File: src/rrx_pkg.sv
package rrx_pkg;
  // ----------------------------------------
  // Instruction encodings (14-bit words)
  // ----------------------------------------
  localparam logic [13:0] RRX_OP_RET_INT = 14'h0009;
  localparam logic [13:0] RRX_OP_RET_SUB = 14'h0008;
  localparam logic [13:0] RRX_RET_LIT_MASK = 14'h3C00;
  localparam logic [13:0] RRX_RET_LIT_CODE = 14'h3400;
  localparam logic [13:0] RRX_ROT_MASK = 14'h3F00;
  localparam logic [13:0] RRX_ROT_CODE = 14'h0D00;
  localparam int RRX_DEST_BIT = 7;
  localparam int RRX_FADDR_MSB = 6;
  localparam int RRX_GLOBAL_INT_EN_BIT = 7;
  // ----------------------------------------
  // Widths and reset values
  // ----------------------------------------
  localparam int RRX_PC_W = 13;
  localparam logic [12:0] RRX_PC_RST = 13'h0000;
  localparam logic [7:0] RRX_BYTE_RST = 8'h00;
  localparam logic [6:0] RRX_FADDR_RST = 7'h00;
  typedef enum {RRX_EXEC, RRX_FLUSH} rrx_state_e;
endpackage

File: src/rrx_exec.sv
`timescale 1ns/1ps
`default_nettype none
module rrx_exec (
  // Clock and reset
  input wire logic I_CLK_SYS,
  input wire logic I_RST_N,
  // Instruction from decode, valid each cycle when set
  input wire logic I_INSTR_VALID,
  input wire logic [13:0] I_INSTR,
  // Operands from the core
  input wire logic [rrx_pkg::RRX_PC_W-1:0] I_TOP_OF_STACK,
  input wire logic [7:0] I_FILE_RDATA,
  input wire logic I_CARRY,
  input wire logic [7:0] I_INTCTL,
  // Results toward the core
  output logic O_STACK_POP,
  output logic O_PC_LOAD,
  output logic [rrx_pkg::RRX_PC_W-1:0] O_PC,
  output logic O_W_WE,
  output logic [7:0] O_W,
  output logic O_FILE_WE,
  output logic [6:0] O_FILE_ADDR,
  output logic [7:0] O_FILE_WDATA,
  output logic O_CARRY_WE,
  output logic O_CARRY,
  output logic O_INTCTL_WE,
  output logic [7:0] O_INTCTL,
  output logic O_BUSY
);
  import rrx_pkg::*;

  // ----------------------------------------
  // Decode helper
  // ----------------------------------------
  function automatic logic rrx_match(input logic [13:0] w, input logic [13:0] m, input logic [13:0] c);
    rrx_match = (w & m) == c;
  endfunction

  // Sequencer state and the registered copies of every output
  rrx_state_e state_reg, state_next;
  logic pop_reg, pop_next, pcld_reg, pcld_next;
  logic [RRX_PC_W-1:0] pc_reg, pc_next;
  logic wwe_reg, wwe_next, fwe_reg, fwe_next, cwe_reg, cwe_next, c_reg, c_next;
  logic [7:0] w_reg, w_next, fd_reg, fd_next, ic_reg, ic_next;
  logic [6:0] fa_reg, fa_next;
  logic icwe_reg, icwe_next;
  // Busy has its own flop so that the output is not a decode of the state
  logic busy_reg, busy_next;
  // Decoded opcode classes and the rotated operand
  logic is_rti, is_ret, is_ret_lit, is_rot;
  logic [7:0] rot;

  // ----------------------------------------
  // Next-state logic
  // ----------------------------------------
  // Returns need a flushed second cycle because the fetched word is stale.
  always_comb begin
    is_rti = rrx_match(I_INSTR, 14'h3FFF, RRX_OP_RET_INT);
    is_ret = rrx_match(I_INSTR, 14'h3FFF, RRX_OP_RET_SUB);
    is_ret_lit = rrx_match(I_INSTR, RRX_RET_LIT_MASK, RRX_RET_LIT_CODE);
    is_rot = rrx_match(I_INSTR, RRX_ROT_MASK, RRX_ROT_CODE);
    rot = {I_FILE_RDATA[6:0], I_CARRY};
    state_next = RRX_EXEC;
    pop_next = 1'b0;
    pcld_next = 1'b0;
    pc_next = pc_reg;
    wwe_next = 1'b0;
    w_next = w_reg;
    fwe_next = 1'b0;
    fa_next = fa_reg;
    fd_next = fd_reg;
    cwe_next = 1'b0;
    c_next = c_reg;
    icwe_next = 1'b0;
    ic_next = ic_reg;
    busy_next = 1'b0;
    case (state_reg)
      RRX_EXEC: begin
        if (I_INSTR_VALID && (is_rti || is_ret || is_ret_lit)) begin
          pop_next = 1'b1;
          pcld_next = 1'b1;
          pc_next = I_TOP_OF_STACK;
          state_next = RRX_FLUSH;
          busy_next = 1'b1;
          if (is_rti) begin
            icwe_next = 1'b1;
            // Read-modify-write keeps the other interrupt control bits intact
            ic_next = I_INTCTL | (8'h01 << RRX_GLOBAL_INT_EN_BIT);
          end
          if (is_ret_lit) begin
            wwe_next = 1'b1;
            w_next = I_INSTR[7:0];
          end
        end else if (I_INSTR_VALID && is_rot) begin
          // Carry is written back whichever destination takes the result
          cwe_next = 1'b1;
          c_next = I_FILE_RDATA[7];
          fa_next = I_INSTR[RRX_FADDR_MSB:0];
          if (I_INSTR[RRX_DEST_BIT]) begin
            fwe_next = 1'b1;
            fd_next = rot;
          end else begin
            wwe_next = 1'b1;
            w_next = rot;
          end
        end
      end
      RRX_FLUSH: state_next = RRX_EXEC;
      default: state_next = RRX_EXEC;
    endcase
  end

  // ----------------------------------------
  // Registers
  // ----------------------------------------
  always_ff @(posedge I_CLK_SYS or negedge I_RST_N) begin
    if (!I_RST_N) begin
      state_reg <= RRX_EXEC;
      pop_reg <= 1'b0;
      pcld_reg <= 1'b0;
      pc_reg <= RRX_PC_RST;
      wwe_reg <= 1'b0;
      w_reg <= RRX_BYTE_RST;
      fwe_reg <= 1'b0;
      fa_reg <= RRX_FADDR_RST;
      fd_reg <= RRX_BYTE_RST;
      cwe_reg <= 1'b0;
      c_reg <= 1'b0;
      icwe_reg <= 1'b0;
      ic_reg <= RRX_BYTE_RST;
      busy_reg <= 1'b0;
    end else begin
      state_reg <= state_next;
      pop_reg <= pop_next;
      pcld_reg <= pcld_next;
      pc_reg <= pc_next;
      wwe_reg <= wwe_next;
      w_reg <= w_next;
      fwe_reg <= fwe_next;
      fa_reg <= fa_next;
      fd_reg <= fd_next;
      cwe_reg <= cwe_next;
      c_reg <= c_next;
      icwe_reg <= icwe_next;
      ic_reg <= ic_next;
      busy_reg <= busy_next;
    end
  end

  // Every output is a flop, so the core never sees decode glitches
  assign O_STACK_POP = pop_reg;
  assign O_PC_LOAD = pcld_reg;
  assign O_PC = pc_reg;
  assign O_W_WE = wwe_reg;
  assign O_W = w_reg;
  assign O_FILE_WE = fwe_reg;
  assign O_FILE_ADDR = fa_reg;
  assign O_FILE_WDATA = fd_reg;
  assign O_CARRY_WE = cwe_reg;
  assign O_CARRY = c_reg;
  assign O_INTCTL_WE = icwe_reg;
  assign O_INTCTL = ic_reg;
  assign O_BUSY = busy_reg; // Second cycle of a return
endmodule
`default_nettype wire

File: config.mk
export PLATFORM = sky130hd
export DESIGN_NAME = rrx_exec
export DESIGN_NICKNAME = d
export VERILOG_FILES = /design/src/rrx_pkg.sv /design/src/rrx_exec.sv
export SDC_FILE = /design/constraint.sdc
export NUM_CORES = 1
export LEC_CHECK = 0
export ABC_AREA = 1
export BUFFER_PORTS_ARGS = -buffer_cell sky130_fd_sc_hd__buf_2
export CORE_ASPECT_RATIO = 1.5
export CORE_MARGIN = 1
export CORE_UTILIZATION = 40
export CTS_BUF_LIST = sky130_fd_sc_hd__clkbuf_4 sky130_fd_sc_hd__clkbuf_8 sky130_fd_sc_hd__clkbuf_16
export CTS_CLUSTER_SIZE = 20
export DETAILED_ROUTE_END_ITERATION = 8
export PLACE_DENSITY = 0.68
export SYNTH_ARGS = -nofsm -noshare
export SYNTH_HDL_FRONTEND = slang
export SYNTH_SLANG_ARGS = --single-unit
File: constraint.sdc
create_clock -name I_CLK_SYS -period 3.1 [get_ports I_CLK_SYS]
set_clock_uncertainty 0.15 [all_clocks]
set_input_delay 0.465 -clock I_CLK_SYS [delete_from_list [all_inputs] [get_ports I_CLK_SYS]]
set_output_delay 0.465 -clock I_CLK_SYS [all_outputs]
set_load 0.02 [all_outputs]
==> results.cfg <==
[run_status]
status = complete, no violations

[synth]
syn_nets = 302
yosys_warnings = 0
postSynthRegisterBits = 50
synthTopCellsByArea = dfrtp_1 (59%), nand2_1 (27%), nand3_1 (2.3%)
synth_ff_type = dfrtp_1
synth.distinct_cells = 19
synth_common_cells = nand2_1 (153), dfrtp_1 (50), nand3_1 (10), nor2_1 (10), inv_1 (8)
synth_area_leader_cell = dfrtp_1
syn-cell-area_um2 = 2130
synth_top_cell_area_share = 0.587
yosysSeqAreaShare = 0.587
syn_area_per_cell_um2 = 8.36
synthCells = 255
synth_enable_flop_cells = 0
async_reset_ff_frac = 1.00
yosysMostFrequentCell = nand2_1

[sta]
timing.final.crit_share = 0.537
whs_ns = 0.204
setup_slack_ns = 1.44
maxSlewViolCount = 0
max_slew.worst_pin.slew_ns = 1.06
max-slew-margin-rel = 0.295
fin_setup_tns_ns = 0
finalSetupViolCount = 0
finalCriticalPeriod_ns = 1.66
hold_viol = 0
max_freq_ghz = 0.601
grt_setup_unrepaired = false

[placed_design]
io_buffers = 97
dpl.hpwl_um = 3580
dp.cells = 415
gp_congestion = 0.780
pre_cts_slack_ns = 1.12

[cells_and_area]
largest_register_ffs = 13
areaGrowthSynthToFinish_pct = 29.3
layout.cells.non_filler = 423
drive_above_1_share = 0.341
diodes = 0
fin_nets = 401

[clock_network]
h-tree-depth = 2
cts_setup_buffers = 0
cts_buffer_depth = 2
cts_root_buf = clkbuf_8
clk_pin_slew_ns = 0.08
insertion_delay_ns = 0.29
cts_tree = built
hold_buffers = 0
cts_sinks = 50
cts_resized = 0
cts_made_buffers = 5

[die]
core-area_um2 = 5120
rows = 32
die_height_um = 91.4
start_util = 0.416
die-area_um2 = 5630
io_pins = 99
die_w_um = 61.6

[pwr]
pwr_density_cell_nw_per_um2 = 541
totalPowerFinal_mw = 1.49
power_leakage_nw = 1.73
vdd_drop_max_mv = 0.287

[route]
firstDrtPassIters = 4
viasPerCell = 4.48
wl_met3_um = 270
drc = 0
routed_wl_um = 4680
highest_layer = met4
wl_met2_um = 2420
drt_iter0_drc = 84
antenna_left = 0
vias = 1896
wl_per_cell_um = 11.1
met1_length_um = 1930

[global_route]
grt_pass1_wl_um = 7420
overflow = 0
grt_pass1_vias = 1705
grt_max_degree = 51
grt_usage = 0.180
antenna_found_initial = 0

[worst_hold_path]
hold_class = in2async

[critical_path]
critical_path.max_fanout = 16
r2r-start = state_reg[0]
critPathLaunchType = input pin
cp.arrival_ns = 1.76
worst_r2r_path_depth = 5
critPathKind = in2reg
crit_required_ns = 3.19
cp-end-kind = flop
timing.rr.end = O_INTCTL[2]
rrSetupSlack_ns = 1.48

[flow_run]
max-cap-violations = 0
## how the worst max path moves through the flow
stage / start / to / slack, ns / cells after the start
after detailed placement: I_INSTR[9] / O_W[1] / 1.12 / 10
after global routing: I_INSTR[9] / O_W[3] / 1.25 / 10
after floorplan: I_INSTR[9] / O_W[0] / 1.48 / 10
after CTS: state_reg[0] / O_INTCTL[7] / 1.42 / 4
final: I_INSTR[9] / O_W[1] / 1.44 / 10
after global placement: I_INSTR[13] / O_W[1] / 1.14 / 10
## cells by family (layout without fill, tap and decap cells)
family                 Yosys count  in the layout  share of synthesized area
and+or+nand+nor                184            184                      0.358
buffers and inverters           18            118                     0.0428
DFF                             50             50                      0.587
AOI/OAI and AO/OA                3              3                     0.0123
## through the flow
step	cell area, um2	utilization
floorplan	2130	-
detailed placement	2660	0.519
CTS	2760	0.538
finish	2760	0.538
global placement	2660	0.519
global route	2760	0.538
## worst max-delay path: stages
cell and delay (ns):
buf_2 0.10, nor2_1 0.09, nand2_1 0.09, nor2_2 0.15, nand2_1 0.10, nand3_4 0.15, nand2_4 0.16, a21oi_4 0.29
nand2_1 0.09, nand2_1 0.07
## metal layers
metal  up-vias  GRT usage
li1        969          -
met1       857      0.212
met2        64      0.306
met3         6     0.0484
met4         0     0.0611
met5         -          0
## power by group
part           internal (mW)  leakage (nW)  switching, mW
logic                  0.116          1.02          0.213
registers              0.733         0.665         0.0438
clock network          0.189        0.0517          0.196
## area by class of cell
cell class | instances | area (um2)
Timing Repair Buffer | 97 | 485
Inverter | 13 | 50.0
Clock inverter | 1 | 5.00
Sequential cell | 50 | 1250
Fill cell | 540 | 2370
Clock buffer | 7 | 90.1
Multi-Input combinational cell | 187 | 790
Tap cell | 68 | 85.1
## placed cells by master (no fill, tap or decap)
cell	n
nand2_1	153
buf_2	97
dfrtp_1	50
nor2_1	10
nand3_1	10
inv_1	8
clkbuf_8	6
inv_2	4
nor2_2	2
nand2_4	2
clkinv_2	2
or2_2	2
o21ai_0	2
nand4_1	1
nand3_4	1
nor4_2	1
nor2_4	1
a21oi_4	1
nand2_2	1
clkbuf_4	1
Note: power is estimated with default switching activity, not from simulation.
